[config.mk]
export PLATFORM = sky130hd
export DESIGN_NAME = hfs_fifo_status
export DESIGN_NICKNAME = d
export VERILOG_FILES = /design/src/core/hfs_pkg.sv /design/src/core/hfs_fifo_status.sv /design/src/core/hfs_mem.sv
export SDC_FILE = /design/constraint.sdc
export NUM_CORES = 1
export LEC_CHECK = 0
export BUFFER_PORTS_ARGS = -buffer_cell sky130_fd_sc_hd__buf_2
export CORE_MARGIN = 2
export CORE_UTILIZATION = 40
export DETAILED_ROUTE_END_ITERATION = 8
export GPL_TIMING_DRIVEN = 1
export PLACE_DENSITY = 0.61
export RECOVER_POWER = 25
export SETUP_SLACK_MARGIN = 0.02
export SYNTH_ARGS = -nofsm -noshare
export SYNTH_HDL_FRONTEND = slang
export SYNTH_HIERARCHICAL = 1
export SYNTH_SLANG_ARGS = --single-unit
[constraint.sdc]
create_clock -name clk -period 5 [get_ports clk]
set_clock_uncertainty 0.1 [all_clocks]
set_input_delay 1.5 -clock clk [delete_from_list [all_inputs] [get_ports clk]]
set_output_delay 1.5 -clock clk [all_outputs]
set_load 0.03 [all_outputs]
[src/core/hfs_pkg.sv]
// hfs_pkg: constants and types shared by the hdlc fifo status block
package hfs_pkg;
  // ==========================================================
  // timing
  localparam int CLK_MHZ = 200;
  localparam int SERVICE_TIME_US = 2000;
  localparam int SERVICE_CYCLES = SERVICE_TIME_US * CLK_MHZ;

  // ==========================================================
  // register byte addresses
  localparam int AXI_AW = 12;
  localparam logic [11:0] ADDR_STATUS = 12'h000;
  localparam logic [11:0] ADDR_MASK = 12'h004;
  localparam logic [11:0] ADDR_CTRL = 12'h008;
  localparam logic [11:0] ADDR_CMD = 12'h00c;
  localparam logic [11:0] ADDR_TX_DATA = 12'h010;
  localparam logic [11:0] ADDR_RX_DATA = 12'h014;
  localparam logic [11:0] ADDR_LEVEL = 12'h018;

  // ==========================================================
  // status and mask layout
  localparam int ST_W = 4;
  localparam int ST_RPF = 0;
  localparam int ST_RME = 1;
  localparam int ST_XPR = 2;
  localparam int ST_XDU = 3;
  localparam logic [3:0] ST_RX_BITS = 4'h3;
  localparam logic [3:0] ST_TX_BITS = 4'hc;
  localparam logic [3:0] STATUS_RST = 4'h0;
  localparam logic [3:0] MASK_RST = 4'h0;

  // ==========================================================
  // control and command bits
  localparam int CTRL_INTERRUPT_SYNC_ENABLE = 0;
  localparam int CMD_XTF = 0;
  localparam int CMD_XME = 1;
  localparam int CMD_RMD = 2;
  localparam int CMD_RREL = 3;

  // receive status byte appended after the last data byte
  localparam int RECEIVE_STATUS_BYTE_RDO = 7;

  localparam logic [1:0] RESP_OKAY = 2'h0;
  localparam logic [1:0] RESP_SLVERR = 2'h2;

  typedef enum logic [1:0]
  {
    RD_IDLE = 2'b00,
    RD_WAIT = 2'b01,
    RD_RESP = 2'b10
  } hfs_rd_e;
endpackage

[src/core/hfs_fifo_status.sv]
// hfs_fifo_status: hdlc transmit/receive fifo status logic, axi4-lite slave
// Functional notes
// - empty transmit fifo without end: abort, underrun
// - receive data shown by pool-full or message-end
// - unserved within 2 ms sets overflow in the receive status byte
// - sync clear: interrupts raised independently
// - sync set: interrupt only with rx and tx
// - first block announced by pool-full interrupt
// - discard drops remaining bytes until frame end
// - after discard, next status is next frame
//
// Local design decisions: the AXI4-Lite register port and the placing of the registers.
module hfs_fifo_status #(
  parameter int RX_DEPTH = 64,
  parameter int TX_DEPTH = 64,
  parameter int RX_BLOCK = 32,
  parameter int SERVICE_CYCLES = hfs_pkg::SERVICE_CYCLES
) (
  input wire logic clk,
  input wire logic reset_n,
  input wire logic [11:0] s_axi_awaddr,
  input wire logic s_axi_awvalid,
  output logic s_axi_awready,
  input wire logic [31:0] s_axi_wdata,
  input wire logic [3:0] s_axi_wstrb,
  input wire logic s_axi_wvalid,
  output logic s_axi_wready,
  output logic [1:0] s_axi_bresp,
  output logic s_axi_bvalid,
  input wire logic s_axi_bready,
  input wire logic [11:0] s_axi_araddr,
  input wire logic s_axi_arvalid,
  output logic s_axi_arready,
  output logic [31:0] s_axi_rdata,
  output logic [1:0] s_axi_rresp,
  output logic s_axi_rvalid,
  input wire logic s_axi_rready,
  input wire logic link_clk,
  input wire logic rx_valid,
  input wire logic rx_end,
  input wire logic [7:0] rx_byte,
  input wire logic tx_pull,
  output logic [7:0] tx_byte,
  output logic tx_valid,
  output logic tx_end,
  output logic tx_abort,
  output logic irq
);
  localparam int RAW = $clog2(RX_DEPTH);
  localparam int TAW = $clog2(TX_DEPTH);
  localparam int SVW = $clog2(SERVICE_CYCLES + 1);
  localparam logic [SVW-1:0] SVC_LAST = SVW'(SERVICE_CYCLES - 1);
  localparam logic [RAW:0] RX_FULL = (RAW+1)'(RX_DEPTH);
  localparam logic [RAW:0] RX_DATA_MAX = (RAW+1)'(RX_DEPTH - 1);
  localparam logic [TAW:0] TX_FULL = (TAW+1)'(TX_DEPTH);
  localparam logic [RAW:0] BLK_LAST = (RAW+1)'(RX_BLOCK - 1);

  if (RX_BLOCK < 2 || RX_BLOCK >= RX_DEPTH || SERVICE_CYCLES < 2)
  begin : g_chk
    $error("hfs_fifo_status: RX_BLOCK or SERVICE_CYCLES out of range");
  end

  function automatic logic addr_mapped(input logic [11:0] a);
    addr_mapped = a == hfs_pkg::ADDR_STATUS || a == hfs_pkg::ADDR_MASK ||
      a == hfs_pkg::ADDR_CTRL || a == hfs_pkg::ADDR_CMD ||
      a == hfs_pkg::ADDR_TX_DATA || a == hfs_pkg::ADDR_RX_DATA ||
      a == hfs_pkg::ADDR_LEVEL;
  endfunction

  // ==========================================================
  // link synchronisers; data is taken at the sampled link clock rise
  logic [11:0] lk_s1;
  logic [11:0] lk_s2;
  logic lk_prev;
  always_ff @(posedge clk or negedge reset_n)
  begin
    if (!reset_n)
    begin
      lk_s1 <= 12'h000;
      lk_s2 <= 12'h000;
      lk_prev <= 1'b0;
    end
    else
    begin
      lk_s1 <= {link_clk, rx_valid, rx_end, tx_pull, rx_byte};
      lk_s2 <= lk_s1;
      lk_prev <= lk_s2[11];
    end
  end
  logic lk_rise;
  logic rx_beat;
  logic rx_fin;
  logic tx_beat;
  assign lk_rise = lk_s2[11] && !lk_prev;
  assign rx_beat = lk_rise && lk_s2[10] && !lk_s2[9];
  assign rx_fin = lk_rise && lk_s2[9];
  assign tx_beat = lk_rise && lk_s2[8];

  // ==========================================================
  // axi4-lite write channel
  logic aw_have;
  logic w_have;
  logic [11:0] aw_addr;
  logic [31:0] w_data;
  logic w_lane0;
  logic do_write;
  logic wr_en;
  assign do_write = aw_have && w_have && !s_axi_bvalid;
  assign wr_en = do_write && w_lane0;

  always_ff @(posedge clk or negedge reset_n)
  begin
    if (!reset_n)
    begin
      aw_have <= 1'b0;
      w_have <= 1'b0;
      aw_addr <= 12'h000;
      w_data <= 32'h0000_0000;
      w_lane0 <= 1'b0;
      s_axi_awready <= 1'b1;
      s_axi_wready <= 1'b1;
      s_axi_bvalid <= 1'b0;
      s_axi_bresp <= hfs_pkg::RESP_OKAY;
    end
    else
    begin
      if (s_axi_awvalid && s_axi_awready)
      begin
        aw_have <= 1'b1;
        aw_addr <= s_axi_awaddr;
        s_axi_awready <= 1'b0;
      end
      else if (do_write)
      begin
        aw_have <= 1'b0;
      end
      if (s_axi_wvalid && s_axi_wready)
      begin
        w_have <= 1'b1;
        w_data <= s_axi_wdata;
        w_lane0 <= s_axi_wstrb[0];
        s_axi_wready <= 1'b0;
      end
      else if (do_write)
      begin
        w_have <= 1'b0;
      end
      if (do_write)
      begin
        s_axi_bvalid <= 1'b1;
        s_axi_bresp <= addr_mapped(aw_addr) ? hfs_pkg::RESP_OKAY :
          hfs_pkg::RESP_SLVERR;
      end
      else if (s_axi_bvalid && s_axi_bready)
      begin
        s_axi_bvalid <= 1'b0;
        s_axi_awready <= 1'b1;
        s_axi_wready <= 1'b1;
      end
    end
  end

  logic cmd_wr;
  logic cmd_xtf;
  logic cmd_xme;
  logic cmd_rmd;
  logic cmd_rrel;
  assign cmd_wr = wr_en && aw_addr == hfs_pkg::ADDR_CMD;
  assign cmd_xtf = cmd_wr && w_data[hfs_pkg::CMD_XTF];
  assign cmd_xme = cmd_wr && w_data[hfs_pkg::CMD_XME];
  assign cmd_rmd = cmd_wr && w_data[hfs_pkg::CMD_RMD];
  assign cmd_rrel = cmd_wr && w_data[hfs_pkg::CMD_RREL];

  // ==========================================================
  // receive path
  logic [RAW-1:0] rx_wr_ptr;
  logic [RAW-1:0] rx_rd_ptr;
  logic [RAW:0] rx_count;
  logic [RAW:0] rx_blk;
  logic [7:0] rx_rdata;
  logic rx_ovf;
  logic rx_discard;
  logic rx_had_rpf;
  logic svc_pending;
  logic [SVW-1:0] svc_timer;
  logic rx_pop;
  logic rx_push_data;
  logic rx_push_sta;
  logic rx_we;
  logic [7:0] rx_wdata;
  logic rpf_evt;
  logic svc_late;

  // one slot stays free so the status byte fits unless the fifo is already full
  assign rx_push_data = rx_beat && !rx_discard && !cmd_rmd && !rx_ovf &&
    rx_count < RX_DATA_MAX;
  assign rx_push_sta = rx_fin && !rx_discard && !cmd_rmd &&
    rx_count != RX_FULL;
  assign rx_we = rx_push_data || rx_push_sta;
  assign rx_wdata = rx_push_sta ? 8'(rx_ovf) << hfs_pkg::RECEIVE_STATUS_BYTE_RDO :
    lk_s2[7:0];
  assign rpf_evt = rx_push_data && rx_blk == BLK_LAST;
  assign svc_late = svc_pending && svc_timer == SVC_LAST;

  hfs_mem #(.W(8), .DEPTH(RX_DEPTH)) u_rx_mem (
    .clk(clk),
    .we(rx_we),
    .waddr(rx_wr_ptr),
    .wdata(rx_wdata),
    .raddr(rx_rd_ptr),
    .rdata(rx_rdata)
  );

  always_ff @(posedge clk or negedge reset_n)
  begin
    if (!reset_n)
    begin
      rx_wr_ptr <= '0;
      rx_rd_ptr <= '0;
      rx_count <= '0;
      rx_blk <= '0;
    end
    else
    begin
      if (rx_we)
      begin
        rx_wr_ptr <= rx_wr_ptr + 1'b1;
      end
      if (cmd_rmd)
      begin
        // flush every unread byte, those of earlier frames as well as of the dropped one
        rx_rd_ptr <= rx_wr_ptr;
        rx_count <= '0;
        rx_blk <= '0;
      end
      else
      begin
        if (rx_pop)
        begin
          rx_rd_ptr <= rx_rd_ptr + 1'b1;
        end
        rx_count <= rx_count + (RAW+1)'(rx_we) - (RAW+1)'(rx_pop);
        if (rpf_evt || rx_push_sta)
        begin
          rx_blk <= '0;
        end
        else if (rx_push_data)
        begin
          rx_blk <= rx_blk + 1'b1;
        end
      end
    end
  end

  always_ff @(posedge clk or negedge reset_n)
  begin
    if (!reset_n)
    begin
      rx_ovf <= 1'b0;
      rx_discard <= 1'b0;
      rx_had_rpf <= 1'b0;
    end
    else
    begin
      // a late service marks the frame now being received
      if (svc_late || (rx_beat && !rx_discard && !rx_push_data && !cmd_rmd))
      begin
        rx_ovf <= 1'b1;
      end
      else if (rx_push_sta || cmd_rmd)
      begin
        rx_ovf <= 1'b0;
      end
      if (rx_fin)
      begin
        rx_discard <= 1'b0;
      end
      else if (cmd_rmd)
      begin
        rx_discard <= 1'b1;
      end
      if (rpf_evt)
      begin
        rx_had_rpf <= 1'b1;
      end
      else if (rx_push_sta || cmd_rmd)
      begin
        rx_had_rpf <= 1'b0;
      end
    end
  end

  always_ff @(posedge clk or negedge reset_n)
  begin
    if (!reset_n)
    begin
      svc_pending <= 1'b0;
      svc_timer <= '0;
    end
    else if (rpf_evt || rx_push_sta)
    begin
      svc_pending <= 1'b1;
      svc_timer <= '0;
    end
    else if (cmd_rrel || cmd_rmd || svc_late)
    begin
      svc_pending <= 1'b0;
    end
    else if (svc_pending)
    begin
      svc_timer <= svc_timer + 1'b1;
    end
  end

  // ==========================================================
  // transmit path
  logic [TAW-1:0] tx_wr_ptr;
  logic [TAW-1:0] tx_rd_ptr;
  logic [TAW:0] tx_count;
  logic [7:0] tx_rdata;
  logic tx_active;
  logic tx_me;
  logic tx_push;
  logic tx_pop;
  logic tx_starve;
  logic xpr_evt;
  logic xdu_evt;
  assign tx_push = wr_en && aw_addr == hfs_pkg::ADDR_TX_DATA &&
    tx_count != TX_FULL;
  assign tx_pop = tx_beat && tx_active && tx_count != '0;
  assign tx_starve = tx_beat && tx_active && tx_count == '0;
  assign xpr_evt = (tx_pop && tx_count == (TAW+1)'(1) && !tx_push &&
    !tx_me) || (tx_starve && tx_me);
  assign xdu_evt = tx_starve && !tx_me;

  hfs_mem #(.W(8), .DEPTH(TX_DEPTH)) u_tx_mem (
    .clk(clk),
    .we(tx_push),
    .waddr(tx_wr_ptr),
    .wdata(w_data[7:0]),
    .raddr(tx_rd_ptr),
    .rdata(tx_rdata)
  );

  always_ff @(posedge clk or negedge reset_n)
  begin
    if (!reset_n)
    begin
      tx_wr_ptr <= '0;
      tx_rd_ptr <= '0;
      tx_count <= '0;
    end
    else
    begin
      if (tx_push)
      begin
        tx_wr_ptr <= tx_wr_ptr + 1'b1;
      end
      if (tx_pop)
      begin
        tx_rd_ptr <= tx_rd_ptr + 1'b1;
      end
      tx_count <= tx_count + (TAW+1)'(tx_push) - (TAW+1)'(tx_pop);
    end
  end

  // link outputs hold for a whole link period, updated at each pull
  always_ff @(posedge clk or negedge reset_n)
  begin
    if (!reset_n)
    begin
      tx_active <= 1'b0;
      tx_me <= 1'b0;
      tx_byte <= 8'h00;
      tx_valid <= 1'b0;
      tx_end <= 1'b0;
      tx_abort <= 1'b0;
    end
    else
    begin
      if (tx_beat)
      begin
        tx_byte <= tx_pop ? tx_rdata : 8'h00;
        tx_valid <= tx_pop;
        tx_end <= tx_starve && tx_me;
        tx_abort <= xdu_evt;
      end
      if (tx_starve)
      begin
        tx_active <= 1'b0;
        tx_me <= 1'b0;
      end
      else
      begin
        if (cmd_xtf)
        begin
          tx_active <= 1'b1;
        end
        if (cmd_xme)
        begin
          tx_me <= 1'b1;
        end
      end
    end
  end

  // ==========================================================
  // status, mask, control and interrupt
  logic [3:0] status;
  logic [3:0] mask;
  logic interrupt_sync_enable;
  logic [3:0] st_set;
  logic [3:0] st_clr;
  logic [3:0] st_live;
  assign st_set = {xdu_evt, xpr_evt, rx_push_sta, rpf_evt};
  assign st_clr = (wr_en && aw_addr == hfs_pkg::ADDR_STATUS ?
    w_data[3:0] : 4'h0) | (cmd_rmd ? hfs_pkg::ST_RX_BITS : 4'h0);
  assign st_live = status & ~mask;

  always_ff @(posedge clk or negedge reset_n)
  begin
    if (!reset_n)
    begin
      status <= hfs_pkg::STATUS_RST;
      mask <= hfs_pkg::MASK_RST;
      interrupt_sync_enable <= 1'b0;
      irq <= 1'b0;
    end
    else
    begin
      // set wins over a clear in the same cycle
      status <= (status & ~st_clr) | st_set;
      if (wr_en && aw_addr == hfs_pkg::ADDR_MASK)
      begin
        mask <= w_data[3:0];
      end
      if (wr_en && aw_addr == hfs_pkg::ADDR_CTRL)
      begin
        interrupt_sync_enable <= w_data[hfs_pkg::CTRL_INTERRUPT_SYNC_ENABLE];
      end
      irq <= interrupt_sync_enable ? (|(st_live & hfs_pkg::ST_RX_BITS)) &&
        (|(st_live & hfs_pkg::ST_TX_BITS)) : |st_live;
    end
  end

  // ==========================================================
  // axi4-lite read channel
  hfs_pkg::hfs_rd_e rd_state;
  logic [11:0] ar_addr;
  logic rd_pop;
  logic [31:0] rd_value;
  assign rx_pop = rd_state == hfs_pkg::RD_RESP && s_axi_rready && rd_pop &&
    rx_count != '0;

  always_comb
  begin
    unique case (ar_addr)
      hfs_pkg::ADDR_STATUS: rd_value = 32'(status);
      hfs_pkg::ADDR_MASK: rd_value = 32'(mask);
      hfs_pkg::ADDR_CTRL: rd_value = 32'(interrupt_sync_enable);
      hfs_pkg::ADDR_RX_DATA: rd_value = 32'(rx_rdata);
      hfs_pkg::ADDR_LEVEL: rd_value = {16'(tx_count), 16'(rx_count)};
      default: rd_value = 32'h0000_0000;
    endcase
  end

  always_ff @(posedge clk or negedge reset_n)
  begin
    if (!reset_n)
    begin
      rd_state <= hfs_pkg::RD_IDLE;
      ar_addr <= 12'h000;
      rd_pop <= 1'b0;
      s_axi_arready <= 1'b1;
      s_axi_rvalid <= 1'b0;
      s_axi_rdata <= 32'h0000_0000;
      s_axi_rresp <= hfs_pkg::RESP_OKAY;
    end
    else
    begin
      unique case (rd_state)
        hfs_pkg::RD_IDLE:
        begin
          if (s_axi_arvalid)
          begin
            ar_addr <= s_axi_araddr;
            s_axi_arready <= 1'b0;
            rd_state <= hfs_pkg::RD_WAIT;
          end
        end
        hfs_pkg::RD_WAIT:
        begin
          s_axi_rdata <= rd_value;
          s_axi_rresp <= addr_mapped(ar_addr) ? hfs_pkg::RESP_OKAY :
            hfs_pkg::RESP_SLVERR;
          s_axi_rvalid <= 1'b1;
          rd_pop <= ar_addr == hfs_pkg::ADDR_RX_DATA && rx_count != '0;
          rd_state <= hfs_pkg::RD_RESP;
        end
        hfs_pkg::RD_RESP:
        begin
          if (s_axi_rready)
          begin
            s_axi_rvalid <= 1'b0;
            s_axi_arready <= 1'b1;
            rd_state <= hfs_pkg::RD_IDLE;
          end
        end
        default:
        begin
          rd_state <= hfs_pkg::RD_IDLE;
        end
      endcase
    end
  end
endmodule

[src/core/hfs_mem.sv]
// hfs_mem: byte memory with one write port and a registered read port
module hfs_mem #(
  parameter int W = 8,
  parameter int DEPTH = 64
) (
  input wire logic clk,
  input wire logic we,
  input wire logic [$clog2(DEPTH)-1:0] waddr,
  input wire logic [W-1:0] wdata,
  input wire logic [$clog2(DEPTH)-1:0] raddr,
  output logic [W-1:0] rdata
);
  logic [W-1:0] mem [DEPTH];

  if (DEPTH < 4 || (DEPTH & (DEPTH - 1)) != 0)
  begin : g_chk
    $error("hfs_mem: DEPTH must be a power of two of at least 4");
  end

  always_ff @(posedge clk)
  begin
    if (we)
    begin
      mem[waddr] <= wdata;
    end
  end

  always_ff @(posedge clk)
  begin
    rdata <= mem[raddr];
  end
endmodule

# == Word level (Yosys, flattened, before mapping) ==
# Memory sizes are Yosys's and may differ from the RTL's. A register that Yosys moved wholly into a read port is not among the register bits.
# Cells that the tools add are included.
# classes
add_sub_neg,10
bitwise,6
magnitude_cmp,1
n_mux,50
reduce_logical,100
eq_ne,22
# ops
op,n
$pmux W23 S5,1
$eq A12 B5 Y1 const B,6
$mux W19,3
$eq A12 B4 Y1 const B,4
$logic_and A1 B1 Y1,45
$mux W1,29
$mux W7,4
$add A6 B1 Y6 const B,4
$eq A12 B3 Y1 const B,2
$logic_not A12 Y1,2
$reduce_bool A2 Y1,12
$add A19 B1 Y19 const B,1
$eq A19 B19 Y1 const B,1
$logic_or A1 B1 Y1,19
$mux W8,2
$add A7 B1 Y7,2
$ne A7 B7 Y1 const B,2
$reduce_bool A7 Y1,2
$sub A7 B1 Y7,2
$mux W6,2
$mux W2,5
$logic_not A1 Y1,9
$and A4 B4 Y4,2
$not A4 Y4,2
19 further kinds,26
# totals
memories,2
word_cells,231
out_inout_bits,53
ff_bits,194
ramBits,1024
# memory_table
name,words,word_bits,read_ports,rd_ports_with_merged_regs,write_ports,line_no,source
u_rx_mem.mem,64,8,1,1,1,hfs_mem.sv:13,logic [W-1:0] mem [DEPTH];
u_tx_mem.mem,64,8,1,1,1,hfs_mem.sv:13,

# == Depth between registers and ports, before layout ==
# logic_depth
depth_word,14
mapped_depth,19

# == Hierarchy ==
# The synthesis kept the hierarchy.
# modules_own_cells
module,seq_area_each_um2,instances,cells_per_inst,area_each_um2
hfs_mem,15534.9,2,940,20166.8
hfs_fifo_status,4383.0,1,703,8013.9

# == Worst setup path before layout ==
# Ideal clock, no wire load.
# synth_path
kind,register to register
startpoint,reg w_data[2]
endpoint,reg rx_count[6]
synth_period_minus_slack_ns,3.840
path_stages_with_launch,17
t_arrival_ns,3.606
setup_time_ns,0.134
path_slack_ns,1.160
cell_sequence,dfrtp_1 -> inv_1 -> nor3_4 -> nor2b_1 -> buf_2 -> inv_1 -> ha_1 -> inv_1 -> ha_1 -> inv_1 -> fa_1 -> nand2b_1 -> a21oi_1 -> o21ai_0 -> a21oi_1 -> o21a_1 -> nor3_1
# synth_via
elab_chain_len,9
# synth_rtl
item,line_no,source
start: declaration,hfs_fifo_status.sv:104,logic [31:0] w_data;
start signal: assignment,hfs_fifo_status.sv:140,w_data <= s_axi_wdata;
$logic_and A1 B1 Y1 *,hfs_fifo_status.sv:171,assign cmd_rmd = cmd_wr && w_data[hfs_pkg::CMD_RMD];
$logic_not A1 Y1 *,"hfs_fifo_status.sv:195, hfs_fifo_status.sv:197",
$logic_and A1 B1 Y1 (3 in series),hfs_fifo_status.sv:195,assign rx_push_data = rx_beat && !rx_discard && !cmd_rmd && !rx_ovf &&
$logic_or A1 B1 Y1 *,hfs_fifo_status.sv:199,assign rx_we = rx_push_data || rx_push_sta;
net rx_we,hfs_fifo_status.sv:189,logic rx_we;
$add A7 B1 Y7 *,hfs_fifo_status.sv:242,rx_count <= rx_count + (RAW+1)'(rx_we) - (RAW+1)'(rx_pop);
$sub A7 B1 Y7 *,hfs_fifo_status.sv:242,
$mux W7 *,hfs_fifo_status.sv:229,if (cmd_rmd)
end signal: assignment,hfs_fifo_status.sv:242,
end: declaration,hfs_fifo_status.sv:178,logic [RAW:0] rx_count;
# The timed path passes the listed nets; every way through them passes the cells marked *.
# A chain may end at the register's enable or synchronous reset.

# == Worst setup path in the final report ==
# layout_path
startpoint,reg aw_addr[7]
endpoint,"mem u_tx_mem.mem[1][0], enable pin"
# layout_via
elab_chain_len,5
# layout_rtl
item,line_no,source
start: declaration,hfs_fifo_status.sv:103,logic [11:0] aw_addr;
start signal: assignment,hfs_fifo_status.sv:130,aw_addr <= s_axi_awaddr;
$eq A12 B5 Y1,hfs_fifo_status.sv:328,assign tx_push = wr_en && aw_addr == hfs_pkg::ADDR_TX_DATA &&
$logic_and A1 B1 Y1 (2 in series),hfs_fifo_status.sv:328,
net tx_push,hfs_fifo_status.sv:323,logic tx_push;
$mux W1,hfs_mem.sv:22,if (we)
$mux W1 (not written as such),hfs_mem.sv:24,mem[waddr] <= wdata;
end: declaration,hfs_mem.sv:13,
# The timed path passes the listed nets, and every way through them passes these cells.

==> qor.csv <==
stage;metric;value;unit
outcome;run status;complete, but fails checks;
outcome;violated checks;capacitance limit, slew limit;
floorplan;# rows;127;
critical_path;most used cell, CP;nor4_4;
timing;Max-slew headroom;-119;%
critical_path;CP top delay family;simple AND/OR/NAND/NOR gates;
cts;Longest Clk Path Bufs;3;
pwr;Peak VDD IR;0.000311;V
route;DR vias;24600;
timing;setup TNS;0;ns
cts;CTS Buf Count;120;
cts;# hold bufs at CTS;0;
global_route;Tot GR Track Use;17.3;%
critical_path;Critical Path Slowest Stage Cell;nor2_1;
cells_and_area;share of cells above drive strength 1;23.8;%
global_route;largest net degree at the start of global routing;101;
cts;clk_lat worst skew;0.72;ns
global_route;initial antenna violation count;1;
logic_synthesis;ys flop type;edfxtp_1;
cts;Reg clk slew, reported paths;0.06;ns
floorplan;I/O pin count;132;
logic_synthesis;Cells after Synth;2583;
timing;Final Max Slew Viols;545;
route;drt drc;0;
route;WL per Instance;24.1;µm
cts;H-tree levels;3;
logic_synthesis;Post-synth EDFFs;1024;
pwr;PD cells;438;nW/µm²
placed_design;PortBufs;85;
logic_synthesis;sequential area share after synthesis;73.3;%
cells_and_area;Core Util, Final;45.4;%
cts;clock tree root driver cell;clkbuf_16;
route;Iter 0 DRT Violations;2305;
logic_synthesis;Netlist Area Pre-Place;48300;µm²
cts;Setup Fix Bufs, Post-CTS;0;
min_path;HP Class;reg2reg;
critical_path;Required @ worst endpoint;5.20;ns
logic_synthesis;Yosys warning count;6;
route;final WL;107000;µm
critical_path;Worst Path Max Fanout;14;
route;Final ANT Viol Nets;0;
floorplan;height of the die;352;µm
critical_path;crit path DAT;4.34;ns
critical_path;Worst Path Buf+Inv;0;
timing;RSZ-0062 raised after global routing;false;
timing;Worst-Margin Slew;3.28;ns
floorplan;die width;352;µm
global_route;number of global-route vias before repair;24900;
cts;post-CTS sizing;0;
floorplan;Starting Density;40.3;%
placed_design;GP Congestion;0.812;
critical_path;CP cell instances;nor4_4, nand3_2, nor4_4, nand3_1, nor2_1;
timing;min Tclk post-route;4.14;ns
logic_synthesis;Yosys reg bits;1215;
logic_synthesis;average cell area after synthesis;18.7;µm²
critical_path;CP peak stage delay;0.96;ns
critical_path;Setup crit end kind;flip-flop;
pwr;Leak;18.0;nW
route;vias per inst;5.54;
critical_path;critical path class;reg2reg;
placed_design;dpl hpwl;66500;µm
timing;final setup fails;0;
logic_synthesis;Netlist cell types;77;
route;drt first pass iters;7;
global_route;first-pass GRT wire length;160000;µm
logic_synthesis;Async S/R FF share, synth;14.4;%
timing;count of final hold-check violations;0;
cells_and_area;fill cell count;10100;
cells_and_area;Final #Nets;2831;
floorplan;die area;124000;µm²
timing;fmax;241;MHz
cts;clock tree from TritonCTS;done;
critical_path;Worst setup SP type;flip-flop;
timing;period utilization;82.8;%
floorplan;core area;120000;µm²
cts;clk sinks;1215;
global_route;grt ovf;0;
flow_run;maxcap violations;8;
cells_and_area;Layout area overhead;12.8;%
[layout by cell type (no fill, tap or decap), types with 22 or more instances in the layout]
| cell | count |
|---|---|
| edfxtp_1 | 1024 |
| mux4_2 | 252 |
| nor2_1 | 223 |
| dfrtp_1 | 161 |
| clkbuf_16 | 121 |
| nand2_1 | 88 |
| buf_2 | 83 |
| mux2_2 | 66 |
| mux2i_1 | 53 |
| buf_4 | 43 |
| nand3_1 | 41 |
| inv_1 | 41 |
| nor3_1 | 35 |
| nor2b_1 | 35 |
| xnor2_1 | 33 |
| o21ai_0 | 28 |
| ha_1 | 27 |
| a21oi_1 | 26 |
| clkinv_1 | 26 |
| a22o_1 | 25 |
| clkbuf_1 | 25 |
| o22ai_1 | 22 |
| clkinv_2 | 22 |
[flip-flops by register name (all words and copies together) (netlist names), 2 cells and up]
name            count
u_rx_mem/mem      512
w_data              8
rx_wr_ptr           6
rx_count            7
u_tx_mem/rdata      8
u_tx_mem/mem      512
svc_timer          19
mask                4
s_axi_rdata        15
status              4
ar_addr            12
tx_wr_ptr           6
tx_rd_ptr           6
aw_addr            12
lk_s2              12
tx_count            7
u_rx_mem/rdata      8
lk_s1              12
rd_state            2
tx_byte             8
rx_rd_ptr           6
rx_blk              7
[worst register-to-register path, cell delays in order (launching register included)]
cell and delay, ns:
dfrtp_1 0.40, nor4_4 0.36, nand3_2 0.16, nor4_4 0.91, nand3_1 0.82, nor2_1 0.97
[Yosys cell counts, types with 33 or more instances]
cell	instances	area, µm²
buf_4	46	345
clkbuf_1	41	154
dfrtp_1	172	4300
edfxtp_1	1024	30700
inv_1	41	154
mux2_2	66	743
mux2i_1	53	531
mux4_2	252	5680
nand2_1	88	330
nand3_1	41	205
nor2_1	223	837
nor2b_1	35	219
nor3_1	35	175
xnor2_1	33	289
[cells by family (layout without fill, tap and decap cells)]
| logic type | after synthesis | in the layout | share of synthesized area, % |
|---|---|---|---|
| flops | 1215 | 1215 | 73.3 |
| simple gates | 533 | 533 | 5.39 |
| mux | 372 | 372 | 14.4 |
| compound gates | 208 | 208 | 3.14 |
| buf+inv | 177 | 402 | 2.08 |
| xor+xnor | 47 | 47 | 0.851 |
| fa+ha+maj | 30 | 30 | 0.802 |
| other cells | 1 | 20 | 0.00776 |
[power by group]
group	internal [W]	switching, W
clock	0.00539	0.00378
sequential	0.0121	0.000648
combinational	0.000670	0.00133
[routing by layer]
layer | GRT usage, % | up-vias | routed length [µm]
met5 | 0 | - | 0
met2 | 28.0 | 832 | 52000
met1 | 24.5 | 13000 | 46300
met3 | 2.61 | 155 | 6160
li1 | - | 10600 | -
met4 | 4.79 | 0 | 2500
[final timing paths]
kind,start,cells past startpoint,slack [ns],endpoint
setup / recovery,aw_addr[7],5,0.86,u_tx_mem/mem[1][0]
hold / removal,lk_s1[0],0,0.25,lk_s2[0]
setup reg to reg,aw_addr[7],5,0.86,u_tx_mem/mem[1][0]
hold reg to reg,lk_s1[0],0,0.25,lk_s2[0]
max in group asynchronous,reset_n,1,1.43,rx_rd_ptr[0]
min in group asynchronous,reset_n,1,1.44,svc_timer[2]
[final cells by class]
cell class,instances,area [µm²],share of cell area [%]
Sequential cell,1215,35500,65.1
Multi-Input combinational cell,1209,12000,22.0
Clock buffer,150,3230,5.92
Tap cell,1612,2020,3.70
Timing Repair Buffer,136,842,1.54
Clock inverter,75,828,1.52
Inverter,41,154,0.282
Antenna cell,1,2.50,0.00459
[through the flow]
step | setup WS (ns) | hold slack [ns] | cells | power [W] | instance area [µm²]
final | 0.859 | 0.250 | 4439 | 0.0239 | 54500
after global routing | 0.691 | 0.264 | 4438 | 0.0248 | 54500
after CTS | 0.904 | 0.255 | 4438 | 0.0241 | 54500
after detailed placement | 0.950 | 0.238 | 4213 | 0.0149 | 50500
after global placement | 0.926 | 0.232 | 4213 | 0.0148 | 50500
after floorplan | 1.16 | 0.231 | 2601 | 0.0140 | 48400
No activity file was read; power rests on OpenSTA's default activity.
